`config.mk`:
```
export PLATFORM = sky130hd
export DESIGN_NAME = tspg_guard
export DESIGN_NICKNAME = d
export VERILOG_FILES = /design/src/tspg_pkg.sv /design/src/tspg_guard.sv
export SDC_FILE = /design/constraint.sdc
export NUM_CORES = 1
export LEC_CHECK = 0
export BUFFER_PORTS_ARGS = -buffer_cell sky130_fd_sc_hd__buf_2
export CORE_ASPECT_RATIO = 2
export CORE_MARGIN = 8
export CORE_UTILIZATION = 51
export CTS_CLUSTER_DIAMETER = 150
export CTS_CLUSTER_SIZE = 30
export DETAILED_ROUTE_END_ITERATION = 10
export GPL_TIMING_DRIVEN = 0
export MAX_ROUTING_LAYER = met4
export PLACE_DENSITY = 0.88
export SLEW_MARGIN = 20
export SYNTH_ARGS = -nofsm -noshare
export SYNTH_HDL_FRONTEND = slang
export SYNTH_SLANG_ARGS = --single-unit
```
`constraint.sdc`:
```
create_clock -name core_clk -period 1.6 [get_ports core_clk]
set_input_delay 0.24 -clock core_clk [delete_from_list [all_inputs] [get_ports core_clk]]
set_output_delay 0.24 -clock core_clk [all_outputs]
set_load 0.03 [all_outputs]
```
`src/tspg_pkg.sv`:
```
package tspg_pkg;
    localparam int NUM_CH     = 5;
    localparam int CNT_W      = 16;
    localparam int BYTE_W     = 8;
    localparam int STATE_W    = 2;
    localparam int MODE_W     = 2;
    localparam int ADDR_W     = 4;
    localparam logic [CNT_W-1:0] CNT_RST = 16'h0000;

    // bus cycle states; the capture event contends with a write in BUS_T3
    localparam logic [STATE_W-1:0] BUS_T1 = 2'h1;
    localparam logic [STATE_W-1:0] BUS_T2 = 2'h2;
    localparam logic [STATE_W-1:0] BUS_T3 = 2'h3;

    // combined mode encodings {high bit, low bit}
    localparam logic [MODE_W-1:0] MODE_NORMAL = 2'h0;
    localparam logic [MODE_W-1:0] MODE_COMPL  = 2'h2;
    localparam logic [MODE_W-1:0] MODE_RSYNC  = 2'h3;
    localparam int MODE_HI_POS = 1;
    localparam int CH_THREE    = 3;
    localparam int CH_FOUR     = 4;

    // target select for a processor write
    localparam logic [ADDR_W-1:0] SEL_CNT0 = 4'h0;
    localparam logic [ADDR_W-1:0] SEL_BUF0 = 4'h5;
    localparam logic [ADDR_W-1:0] SEL_MODE = 4'hA;

    typedef struct packed {
        logic                 wr;
        logic [STATE_W-1:0]   state;
        logic [ADDR_W-1:0]    sel;
        logic                 hi_en;
        logic                 lo_en;
        logic [CNT_W-1:0]     data;
    } tspg_wr_t;
endpackage

```
`src/tspg_guard.sv`:
```
module tspg_guard
    import tspg_pkg::*;
(
    input  wire logic                 core_clk,
    input  wire logic                 reset_n,
    input  wire tspg_wr_t             bus_wr,
    input  wire logic [NUM_CH-1:0]    channel_sync_select,
    input  wire logic [NUM_CH-1:0]    cnt_run,
    input  wire logic [NUM_CH-1:0]    capture_evt,
    input  wire logic [NUM_CH-1:0]    buf_capture_mode,
    input  wire logic [CNT_W-1:0]     capture_val [NUM_CH],
    output logic [CNT_W-1:0]          channel_count_value [NUM_CH],
    output logic [CNT_W-1:0]          buf_value [NUM_CH],
    output logic                      combined_mode_high_bit,
    output logic                      combined_mode_low_bit,
    output logic                      mode_write_flagged
);
    logic [CNT_W-1:0] cnt_ff [NUM_CH];
    logic [CNT_W-1:0] buf_ff [NUM_CH];
    logic [MODE_W-1:0] mode_ff;
    logic              flag_ff;
    logic              wr_t3;
    logic              cnt_hit;
    logic [ADDR_W-1:0] cnt_idx;
    logic [CNT_W-1:0]  nxt_preset;
    logic [NUM_CH-1:0] cnt_load;

    assign wr_t3   = bus_wr.wr && (bus_wr.state == BUS_T3);
    assign cnt_idx = bus_wr.sel - SEL_CNT0;
    assign cnt_hit = wr_t3 && (bus_wr.sel < SEL_CNT0 + ADDR_W'(NUM_CH));

    // merge written bytes over the addressed counter's retained bytes
    always_comb begin
        nxt_preset = CNT_RST;
        cnt_load   = '0;
        if (cnt_hit) begin
            nxt_preset = cnt_ff[cnt_idx[2:0]];
            if (bus_wr.hi_en)
                nxt_preset[CNT_W-1:BYTE_W] = bus_wr.data[CNT_W-1:BYTE_W];
            if (bus_wr.lo_en)
                nxt_preset[BYTE_W-1:0] = bus_wr.data[BYTE_W-1:0];
            cnt_load[cnt_idx[2:0]] = 1'b1;
            if (channel_sync_select[cnt_idx[2:0]])
                cnt_load = cnt_load | channel_sync_select;
        end
    end

    // one edge updates every member of the group
    always_ff @(posedge core_clk or negedge reset_n) begin
        if (!reset_n) begin
            for (int i = 0; i < NUM_CH; i++)
                cnt_ff[i] <= CNT_RST;
        end else begin
            for (int i = 0; i < NUM_CH; i++)
                if (cnt_load[i])
                    cnt_ff[i] <= nxt_preset;
        end
    end

    always_ff @(posedge core_clk or negedge reset_n) begin
        if (!reset_n) begin
            for (int i = 0; i < NUM_CH; i++)
                buf_ff[i] <= CNT_RST;
        end else begin
            for (int i = 0; i < NUM_CH; i++) begin
                if (buf_capture_mode[i] && capture_evt[i])
                    buf_ff[i] <= capture_val[i];
                else if (wr_t3 && bus_wr.sel == SEL_BUF0 + ADDR_W'(i)) begin
                    if (bus_wr.hi_en)
                        buf_ff[i][CNT_W-1:BYTE_W] <=
                            bus_wr.data[CNT_W-1:BYTE_W];
                    if (bus_wr.lo_en)
                        buf_ff[i][BYTE_W-1:0] <= bus_wr.data[BYTE_W-1:0];
                end
            end
        end
    end

    // mode field stored as written; misuse is only flagged
    logic mode_wr;
    logic bad_run;
    logic bad_jump;
    assign mode_wr  = wr_t3 && bus_wr.sel == SEL_MODE && bus_wr.lo_en;
    assign bad_run  = cnt_run[CH_THREE] || cnt_run[CH_FOUR];
    assign bad_jump = mode_ff[MODE_HI_POS]
                   && bus_wr.data[MODE_HI_POS]
                   && mode_ff != bus_wr.data[MODE_W-1:0];

    always_ff @(posedge core_clk or negedge reset_n) begin
        if (!reset_n)
            mode_ff <= MODE_NORMAL;
        else if (mode_wr)
            mode_ff <= bus_wr.data[MODE_W-1:0];
    end

    always_ff @(posedge core_clk or negedge reset_n) begin
        if (!reset_n)
            flag_ff <= 1'b0;
        else if (mode_wr)
            flag_ff <= bad_run || bad_jump;
    end

    always_comb begin
        for (int i = 0; i < NUM_CH; i++) begin
            channel_count_value[i] = cnt_ff[i];
            buf_value[i]           = buf_ff[i];
        end
    end
    assign combined_mode_high_bit = mode_ff[1];
    assign combined_mode_low_bit  = mode_ff[0];
    assign mode_write_flagged     = flag_ff;

    a_capture_beats_write: assert property (
        @(posedge core_clk) disable iff (!reset_n)
        (buf_capture_mode[0] && capture_evt[0] && wr_t3
         && bus_wr.sel == SEL_BUF0)
        |=> buf_ff[0] == $past(capture_val[0]))
        else $error("buffer write beat capture");

    a_sync_word_copy: assert property (
        @(posedge core_clk) disable iff (!reset_n)
        (cnt_hit && bus_wr.hi_en && bus_wr.lo_en && cnt_idx == 4'h2
         && channel_sync_select[2] && channel_sync_select[3])
        |=> cnt_ff[3] == $past(bus_wr.data) && cnt_ff[2] == cnt_ff[3])
        else $error("word preset not copied");

    a_sync_byte_keep: assert property (
        @(posedge core_clk) disable iff (!reset_n)
        (cnt_hit && bus_wr.hi_en && !bus_wr.lo_en && cnt_idx == 4'h2
         && channel_sync_select[3] && channel_sync_select[2])
        |=> cnt_ff[3][BYTE_W-1:0] == $past(cnt_ff[2][BYTE_W-1:0]))
        else $error("retained byte not taken from addressed counter");

    a_sync_byte_load: assert property (
        @(posedge core_clk) disable iff (!reset_n)
        (cnt_hit && !bus_wr.hi_en && bus_wr.lo_en && cnt_idx == 4'h3
         && channel_sync_select[2] && channel_sync_select[3])
        |=> cnt_ff[2][BYTE_W-1:0] == $past(bus_wr.data[BYTE_W-1:0]))
        else $error("byte preset missed a synced counter");

    a_group_same_cycle: assert property (
        @(posedge core_clk) disable iff (!reset_n)
        (cnt_hit && channel_sync_select[cnt_idx[2:0]]
         && channel_sync_select[0])
        |=> cnt_ff[0] == cnt_ff[cnt_idx[2:0]])
        else $error("group preset not simultaneous");

    a_mode_run_flag: assert property (
        @(posedge core_clk) disable iff (!reset_n)
        (mode_wr && bad_run) |=> flag_ff)
        else $error("running mode change not flagged");

    a_mode_jump_flag: assert property (
        @(posedge core_clk) disable iff (!reset_n)
        (mode_wr && mode_ff == MODE_RSYNC
         && bus_wr.data[MODE_W-1:0] == MODE_COMPL) |=> flag_ff)
        else $error("direct pwm switch not flagged");

    a_mode_clean_write: assert property (
        @(posedge core_clk) disable iff (!reset_n)
        (mode_wr && !bad_run && !bus_wr.data[MODE_HI_POS])
        |=> !flag_ff && !combined_mode_high_bit)
        else $error("return to normal mishandled");

    a_unsync_hold: assert property (
        @(posedge core_clk) disable iff (!reset_n)
        (cnt_hit && !channel_sync_select[cnt_idx[2:0]] && cnt_idx != 4'h3)
        |=> cnt_ff[3] == $past(cnt_ff[3]))
        else $error("unsynced write touched another counter");

    a_capture_always_wins: assert property (
        @(posedge core_clk) disable iff (!reset_n)
        (buf_capture_mode[0] && capture_evt[0])
        |=> buf_value[0] == $past(capture_val[0]))
        else $error("capture not stored in buffer");

    a_buf_write_lands: assert property (
        @(posedge core_clk) disable iff (!reset_n)
        (wr_t3 && bus_wr.sel == SEL_BUF0 && bus_wr.hi_en && bus_wr.lo_en
         && !(buf_capture_mode[0] && capture_evt[0]))
        |=> buf_ff[0] == $past(bus_wr.data))
        else $error("buffer word write lost");

    a_mode_stored: assert property (
        @(posedge core_clk) disable iff (!reset_n)
        mode_wr |=> {combined_mode_high_bit, combined_mode_low_bit}
                    == $past(bus_wr.data[MODE_W-1:0]))
        else $error("mode field not stored as written");

    a_jump_back_flag: assert property (
        @(posedge core_clk) disable iff (!reset_n)
        (mode_wr && mode_ff == MODE_COMPL
         && bus_wr.data[MODE_W-1:0] == MODE_RSYNC) |=> flag_ff)
        else $error("direct pwm switch back not flagged");

    c_sync_word: cover property (@(posedge core_clk) disable iff (!reset_n)
        cnt_hit && bus_wr.hi_en && bus_wr.lo_en && channel_sync_select[2]);
    c_sync_byte: cover property (@(posedge core_clk) disable iff (!reset_n)
        cnt_hit && (bus_wr.hi_en != bus_wr.lo_en) && channel_sync_select[3]);
    c_capture_clash: cover property (@(posedge core_clk)
        disable iff (!reset_n)
        wr_t3 && bus_wr.sel == SEL_BUF0 && capture_evt[0]
        && buf_capture_mode[0]);
    c_mode_flag: cover property (@(posedge core_clk) disable iff (!reset_n)
        mode_wr ##1 flag_ff);
    c_mode_jump: cover property (@(posedge core_clk) disable iff (!reset_n)
        mode_wr && bad_jump);
endmodule

```
==> results of run 1 <==
[flip-flops by register name (all words and copies together) (netlist names)]
signal / cells
buf_value: 80
channel_count_value: 80
mode_ff: 2
mode_write_flagged: 1
[metrics by stage]
stage / util / cell area (µm²) / worst slack [ns] / hold slack (ns)
global route: 0.681 / 10700 / -0.0462 / 0.0800
floorplan: - / 8240 / -0.0977 / -0.0556
detailed placement: 0.630 / 9940 / -0.662 / 0.220
finish: 0.681 / 10700 / 0.00374 / 0.0848
CTS: 0.671 / 10600 / -0.0194 / 0.0736
global placement: 0.628 / 9910 / -2.45 / 0.458
[worst max-delay path by stage]
stage / startpoint / endpoint / slack [ns]
floorplan: bus_wr[18] / channel_count_value[16]$_DFFE_PN0P_ / -0.1
global placement: reset_n / channel_count_value[27]$_DFFE_PN0P_ / -2.45
detailed placement: bus_wr[16] / buf_value[68]$_DFFE_PN0P_ / -0.66
CTS: bus_wr[21] / channel_count_value[4]$_DFFE_PN0P_ / -0.02
global route: bus_wr[21] / buf_value[63]$_DFFE_PN0P_ / -0.05
finish: bus_wr[19] / channel_count_value[60]$_DFFE_PN0P_ / 0.004
[repair_timing]
item	in CTS	in global routing
buffers inserted	3	10
hold endpoints to repair	64	0
endpoints found under the setup margin	86	111
resized for setup	10	28
hold buffers	1	0
pin swaps	2	4
[cells by family after synthesis]
| family | after synthesis | share of synthesized area |
|---|---|---|
| xor+xnor | 1 | 0.00107 |
| compound gates | 216 | 0.176 |
| flops | 163 | 0.496 |
| simple gates | 202 | 0.126 |
| fa+ha+maj | 1 | 0.00152 |
| buf+inv | 57 | 0.0414 |
| mux | 120 | 0.158 |
[routing by layer]
metal,part of all wire,GRT usage,up-vias
met3,0.071,0.0739,177
met1,0.33,0.285,3788
met4,0.074,0.232,0
met5,0,-,-
li1,-,-,3414
met2,0.52,0.517,503
[worst max-delay path, cell delays in order]
cell      delay [ns]
buf_2           0.14
buf_2           0.19
and4bb_1        0.30
a22o_1          0.31
nand2_2         0.23
clkbuf_4        0.28
a22o_1          0.21
[cells in the mapped netlist (4+ instances only)]
| cell type | n |
|---|---|
| a21boi_1 | 4 |
| a21oi_1 | 4 |
| o21ai_1 | 91 |
| buf_2 | 22 |
| dfrtp_1 | 163 |
| nand3_1 | 19 |
| a22o_1 | 46 |
| nand2_1 | 118 |
| a32oi_1 | 4 |
| nand3b_1 | 16 |
| a221o_1 | 16 |
| nor2_1 | 6 |
| clkbuf_1 | 17 |
| mux2_2 | 5 |
| o21ai_0 | 39 |
| mux2i_1 | 97 |
| mux2_4 | 15 |
| nand2b_1 | 17 |
| buf_12 | 4 |
| and3_4 | 14 |
[cell usage in the layout, fill, tap and decap left out, types with 3 or more instances in the layout]
master,netlist,final
a21boi_2,0,3
a21oi_1,4,4
a221o_1,16,16
a22o_1,46,46
a32oi_2,0,4
and3_4,14,16
buf_12,4,4
buf_2,22,300
buf_4,3,19
clkbuf_1,17,9
clkbuf_16,0,17
clkbuf_2,0,10
clkinv_2,0,4
clkinvlp_4,0,3
dfrtp_1,163,160
dfrtp_2,0,3
diode_2,0,3
inv_1,3,3
inv_6,0,5
mux2_2,5,5
mux2_4,15,16
mux2i_1,97,97
nand2_1,118,117
nand2b_1,17,17
nand3_1,19,19
nand3b_1,16,16
nor2_1,6,4
o21ai_0,39,39
o21ai_1,91,91
[layout make-up]
class,count,share of cell area
Clock buffer,17,0.0396
Timing Repair Buffer,298,0.145
Clock inverter,15,0.0144
Tap cell,201,0.0234
Multi-Input combinational cell,540,0.362
Antenna cell,3,0.000699
Buffer,52,0.0327
Inverter,5,0.00175
Sequential cell,163,0.380
[power by group through the flow]
stage / sequential (mW) / clock, mW / combinational (mW)
4_1_cts: 5.15 / 4.11 / 3.76
6_report: 5.16 / 4.10 / 3.83
5_1_grt: 5.22 / 4.27 / 4.05
3_5_place_dp: 5.22 / 0 / 3.73
3_3_place_gp: 5.19 / 0 / 3.64
2_1_floorplan: 6.38 / 0 / 1.14
==> results.toml, run 1 <==
[outcome]
outcome = "finished, final reports clean"

[detailed_routing]
wl_per_cell_um = 24.0
viasPerCell = 6.09
drtPass1Iterations = 5
drt-initial-drc-count = 393
vias = 7882
drc = 0
drtAntennaViolNets = 0
wl_um = 31100

[global_routing]
grt_antenna_before_repair = 3
grt_pass1_vias = 8484
gr-total-overflow = 0
grt_max_degree = 100
grt_usage = 0.303
grt_pass1_wl_um = 46800

[setup_path]
r2r_start = "channel_count_value[54]$_DFFE_PN0P_"
critPathMaxFanout = 10
cp.arrival_ns = 1.91
criticalPathCategory = "in2reg"
reg2reg_slack_ns = 0.01
start_kind = "primary input"
r2r-end = "channel_count_value[38]$_DFFE_PN0P_"
rr_worst_depth = 5
endpoint_kind = "flop"
required_ns = 1.91

[floorplanning]
start_util = 0.521
rows = 65
die_w_um = 106
die-area_mm2 = 0.0207
io_pins = 290
die_y_um = 196
coreArea_mm2 = 0.0158

[final_layout]
ff_latch_area_mm2 = 0.00408
finalNetCount = 1205
fillers = 1251
multi_input_area_mm2 = 0.00389
syn2layout_area_growth_pct = 30.7
finalNonFillerCells = 1294
drive_above_1_share = 0.398

[timing]
min_period_ns = 1.60
skew_ns = 0.00806
rsz0062_at_grt = "true"
fin_crit_sh = 0.998
slew_viol_final = 0
max_freq_mhz = 626
tightest_slew_ns = 0.905
tns_ns = 0
setup_viol = 0
hold_violations = 0
slew_headroom = 0.397

[logic_synthesis]
synth-seq-area-share = 0.496
yosys.area.top_type = "dfrtp_1"
synth_area_per_cell_um2 = 10.8
synth-edff-count = 0
netlist_top_cells_area = "dfrtp_1 50%, mux2i_1 12%, o21ai_1 5.5%, nand2_1 5.4%, a22o_1 4.9%"
ys_warn_count = 0
async_flop_share = 1.00
syn_inst = 760
synth_fp_nets = 888
synth-seq-cells = 163
ys.flop_type = "dfrtp_1"
synth_area_mm2 = 0.00822
synthDominantCellAreaShare = 0.496
yosysUniqueCellTypes = 51

[placed_design]
dp.cells = 1245
dp_hpwl_um = 23700
place.gp.congestion = 0.999
port_buffers = 283

[clock_network]
htreeDepth = 4
clk_latency_ns = 0.43
cts_tree = "done"
cts_root_buf = "clkbuf_16"
clkTransAtPathRegs_ns = 0.06
cts_made_buffers = 17
clk_path_buf_depth = 2
clock-sinks = 163

[power]
swShare = 0.366
power.total_mw = 13.1
power_density_mw_per_mm2 = 1220
p_int_mw = 8.31
vdd.ir_drop.worst_v = 0.000948
p_sw_mw = 4.79
p_leak_nw = 5.72
pwr-share-seq = 0.394
combinationalPowerShare = 0.293
p_clk_frac = 0.313

[hold_path]
hold_depth = 3
hold_start = "capture_val[30]"
min_path_type = "in2reg"
hold_end = "buf_value[30]$_DFFE_PN0P_"

[job]
max_cap_violations = 0
No activity file was read; power rests on OpenSTA's default activity.
==> inputs of run 2 (changes only) <==
CORE_ASPECT_RATIO = 1.75   (was 2)
==> results.toml, run 2 (same netlist as run 1, synthesis figures left out) <==
[outcome]
outcome = "finished, violations left"
failed_checks = "negative setup slack"

[floorplanning]
start_util = 0.520
die_w_um = 112
io_pins = 290
die-area_mm2 = 0.0206
die_y_um = 184
rows = 61
coreArea_mm2 = 0.0158

[power]
vdd.ir_drop.worst_v = 0.000890
p_leak_nw = 5.70
power.total_mw = 13.4
power_density_mw_per_mm2 = 1250

[global_routing]
grt_max_degree = 84
grt_pass1_vias = 8268
grt_usage = 0.304
grt_antenna_before_repair = 4
gr-total-overflow = 0
grt_pass1_wl_um = 46100

[placed_design]
dp_hpwl_um = 22700
place.gp.congestion = 0.966
port_buffers = 283
dp.cells = 1233

[detailed_routing]
wl_met3_um = 2340
vias = 7763
m1WireLength_um = 10500
wl_um = 30300
drt-initial-drc-count = 492
wl_per_cell_um = 23.7
viasPerCell = 6.06
drtAntennaViolNets = 0
drtPass1Iterations = 5
wl_met2_um = 15300
routed.top_layer = "met4"
drc = 0

[clock_network]
clock-sinks = 163
clkTransAtPathRegs_ns = 0.07
clk_path_buf_depth = 2
cts_tree = "done"
cts_made_buffers = 17
htreeDepth = 4
clk_latency_ns = 0.44
cts_root_buf = "clkbuf_16"

[final_layout]
final_common_cell = "buf_2"
drive_above_1_share = 0.389
syn2layout_area_growth_pct = 30.5
finalNonFillerCells = 1282
multi_input_area_mm2 = 0.00386
final_cell_mix = "301 x buf_2, 160 x dfrtp_1, 117 x nand2_1"
ff_latch_area_mm2 = 0.00408
finalNetCount = 1204
fillers = 1229

[timing]
tightest_slew_ns = 0.896
finalWorstSetupSlack_ns = -0.0355
hold_violations = 0
min_period_ns = 1.64
slew_viol_final = 0
slew_headroom = 0.403
max_freq_mhz = 611
setup_viol = 3
fin_crit_sh = 1.02
skew_ns = 0.0117
rsz0062_at_grt = "true"

[setup_path]
critPathMaxFanout = 3
reg2reg_slack_ns = -0.04
cp-startpoint = "channel_count_value[65]$_DFFE_PN0P_"
cp.arrival_ns = 1.95
endpoint_kind = "flop"
start_kind = "flop"
criticalPathCategory = "reg2reg"
rr_worst_depth = 5
endpoint = "channel_count_value[17]$_DFFE_PN0P_"
r2r-end = "channel_count_value[17]$_DFFE_PN0P_"
r2r_start = "channel_count_value[65]$_DFFE_PN0P_"
required_ns = 1.92

[hold_path]
min_path_type = "in2reg"

[job]
max_cap_violations = 0
-- run 2: cell types whose count changed in the layout (fill, tap and decap cells not counted), moves of 2 or more --
| cell | delta |
|---|---|
| clkinv_2 | -4 |
| clkbuf_2 | -7 |
| clkbuf_1 | +4 |
| buf_1 | +2 |
-- run 2: worst min-delay path by stage --
stage	start	end	slack (ns)	cells after the start
after floorplan	reset_n	buf_value[0]$_DFFE_PN0P_	-0.06	0
after global placement	buf_value[75]$_DFFE_PN0P_	buf_value[75]$_DFFE_PN0P_	0.46	2
after detailed placement	reset_n	channel_count_value[45]$_DFFE_PN0P_	0.27	1
after CTS	capture_val[49]	buf_value[49]$_DFFE_PN0P_	0.06	3
after global routing	capture_val[8]	buf_value[8]$_DFFE_PN0P_	0.07	3
final	capture_val[8]	buf_value[8]$_DFFE_PN0P_	0.07	3
-- run 2: power breakdown --
group          switching, mW  leakage (nW)  internal, mW
combinational           2.56          3.32          1.26
sequential             0.434          2.10          4.72
clock                   1.88         0.290          2.50
-- run 2: layout make-up --
| class | count | share of cell area |
|---|---|---|
| clock buffer | 17 | 0.0397 |
| timing repair buffer | 297 | 0.145 |
| sequential | 163 | 0.381 |
| inverter | 5 | 0.00175 |
| buffer | 52 | 0.0321 |
| tap | 189 | 0.0221 |
| multi-input combinational | 540 | 0.360 |
| antenna | 4 | 0.000934 |
| clock inverter | 15 | 0.0180 |
-- run 2: routing by layer --
layer / GRT usage / vias to the layer above
li1: - / 3408
met1: 0.306 / 3701
met5: - / -
met2: 0.509 / 493
met3: 0.0724 / 161
met4: 0.221 / 0
-- run 2: worst max-delay path, stage by stage, from the launching register on --
cell and delay [ns]:
dfrtp_1 0.42, mux2i_2 0.24, o21ai_1 0.10, a221o_1 0.35
and3_4 0.19, a22o_1 0.21
-- run 2: repair_timing --
item                                    4_1_cts  5_1_grt
gates resized for setup                       8       16
hold buffers                                  1        0
endpoints found under the setup margin       72       97
buffers inserted                              4        8
endpoints found under the hold margin        82        0
pin swaps                                     2        7
-- run 2: through the flow --
| stage | hold WS, ns | util | setup TNS, ns | setup slack, ns | area, µm² |
|---|---|---|---|---|---|
| after global routing | 0.0717 | 0.679 | -2.11 | -0.116 | 10700 |
| after detailed placement | 0.267 | 0.628 | -66.50 | -0.602 | 9930 |
| after CTS | 0.0582 | 0.672 | 0 | 0.00779 | 10600 |
| final | 0.0689 | 0.679 | -0.0877 | -0.0355 | 10700 |
| after floorplan | -0.0556 | - | -4.26 | -0.0977 | 8240 |
| after global placement | 0.457 | 0.626 | -411.84 | -2.41 | 9890 |
==> inputs of run 3 (changes only) <==
CORE_UTILIZATION = 46   (was 51)
PLACE_DENSITY = 0.85   (was 0.88)
clock period = 1.45 ns   (was 1.6 ns; I/O delays follow)
==> results.toml, run 3 (same netlist as run 1, synthesis figures left out) <==
[setup_path]
r2r_start = "channel_count_value[43]$_DFFE_PN0P_"
critical-path-max-stage-delay_ns = 0.41
criticalPathCategory = "reg2reg"
reg2reg_slack_ns = -0.17
cp-startpoint = "channel_count_value[43]$_DFFE_PN0P_"
start_kind = "flop"
crit_top_cell = "mux2_4"
endpoint = "channel_count_value[43]$_DFFE_PN0P_"
r2r-end = "channel_count_value[43]$_DFFE_PN0P_"
required_ns = 1.76
rr_worst_depth = 4
critPathMaxFanout = 3
crit_slowest_cell = "dfrtp_2"
path_cells = "mux2_4 -> a221o_1 -> and3_4 -> mux2_4"
cp.arrival_ns = 1.93
endpoint_kind = "flop"

[floorplanning]
start_util = 0.469
coreArea_mm2 = 0.0175
die_w_um = 117
io_pins = 290
die_y_um = 193
rows = 64
die-area_mm2 = 0.0226

[power]
p_leak_nw = 6.07
power_density_mw_per_mm2 = 1330
power.total_mw = 15.4
vdd.ir_drop.worst_v = 0.000854

[final_layout]
drive_above_1_share = 0.454
syn2layout_area_growth_pct = 40.5
fillers = 1325
n_antenna_cell = 0
finalNetCount = 1256
final_cell_mix = "293 x buf_2, 159 x dfrtp_1, 117 x nand2_1"
postLayoutCoreUtil = 0.658
final_common_cell = "buf_2"

[timing]
setup_viol = 62
slew_headroom = 0.509
hold_violations = 0
min_period_ns = 1.62
rsz0062_at_grt = "true"
finalWorstSetupSlack_ns = -0.170
skew_ns = 0.0112
max_freq_mhz = 617
tightest_slew_ns = 0.736
fin_crit_sh = 1.12
slew_viol_final = 0

[job]
max_cap_violations = 0

[clock_network]
cts_tree = "done"
clk_path_buf_depth = 2
clkTransAtPathRegs_ns = 0.07
cts_root_buf = "clkbuf_16"
htreeDepth = 4
cts_made_buffers = 17
clk_latency_ns = 0.43
clock-sinks = 163

[global_routing]
grt_pass1_vias = 8474
grt_usage = 0.294
gr-total-overflow = 0
grt_antenna_before_repair = 0
grt_max_degree = 98
grt_pass1_wl_um = 48000

[detailed_routing]
viasPerCell = 5.89
vias = 8086
drtAntennaViolNets = 0
drt-initial-drc-count = 750
drc = 0
drtPass1Iterations = 6
wl_per_cell_um = 23.9
wl_um = 32700

[hold_path]
min_path_type = "in2reg"
hold_depth = 3

[outcome]
outcome = "finished, violations left"
failed_checks = "negative setup slack"

[placed_design]
place.gp.congestion = 0.964
port_buffers = 283
dp_hpwl_um = 23300
[run 3: cell count changes in the layout (fill, tap and decap cells not counted), sizes merged]
cell,before,now
diode,4,0
clkdlybuf4s15,0,1
buf,330,383
bufinv,3,4
inv,12,9
[run 3: area by class of cell]
type / instances / area, µm² / share of cell area
repair buffers: 350 / 1980 / 0.172
multi-input cells: 540 / 4090 / 0.355
plain buffers: 51 / 422 / 0.0365
well taps: 231 / 289 / 0.0250
inverters: 5 / 22.5 / 0.00195
flip-flops and latches: 163 / 4080 / 0.354
clock buffers: 19 / 453 / 0.0392
clock inverters: 13 / 195 / 0.0169
[run 3: worst min path at each step]
stage / startpoint / to / slack (ns)
5_1_grt: capture_val[55] / buf_value[55]$_DFFE_PN0P_ / 0.06
3_3_place_gp: buf_value[33]$_DFFE_PN0P_ / buf_value[33]$_DFFE_PN0P_ / 0.46
3_5_place_dp: reset_n / channel_count_value[29]$_DFFE_PN0P_ / 0.20
6_report: capture_val[55] / buf_value[55]$_DFFE_PN0P_ / 0.06
2_1_floorplan: reset_n / buf_value[0]$_DFFE_PN0P_ / -0.08
4_1_cts: capture_val[67] / buf_value[67]$_DFFE_PN0P_ / 0.05
[run 3: power breakdown]
group | total [mW] | internal (mW) | switching [mW]
Combinational | 4.69 | 1.67 | 3.02
Clock | 5.02 | 3.01 | 2.00
Sequential | 5.65 | 5.21 | 0.437
Total | 15.4 | 9.90 | 5.46
[run 3: critical path: cells and delay by family (launching register included)]
kind	cells	cell delay, ns
multiplexers	2	0.53
flip-flops	1	0.41
AO/OA/AOI/OAI	1	0.36
AND/OR/NAND/NOR	1	0.19
[run 3: timing repair]
item / CTS / global route
hold buffers: 1 / 0
hold endpoints to repair: 66 / 0
gates resized for setup: 30 / 55
setup buffers: 47 / 17
pin swaps: 24 / 18
setup endpoints to repair: 143 / 144
cloned: 0 / 1
[run 3: per-stage QoR]
step / hold WS, ns / TNS (ns) / setup slack (ns) / std cells / instance area (µm²)
2_1_floorplan: -0.0781 / -14.41 / -0.225 / 760 / 8330
3_3_place_gp: 0.458 / -452.96 / -2.57 / 1274 / 10000
3_5_place_dp: 0.204 / -87.76 / -0.762 / 1275 / 10100
4_1_cts: 0.0499 / -1.81 / -0.108 / 1355 / 11200
5_1_grt: 0.0557 / -7.01 / -0.182 / 1372 / 11500
6_report: 0.0628 / -4.23 / -0.170 / 1372 / 11500
[run 3: per-layer routing]
| metal | GRT usage | routed length [µm] | vias up |
|---|---|---|---|
| met1 | 0.313 | 11300 | 3896 |
| met3 | 0.0454 | 2440 | 135 |
| met5 | - | 0 | - |
| met4 | 0.184 | 1770 | 0 |
| li1 | - | - | 3520 |
| met2 | 0.499 | 17200 | 535 |
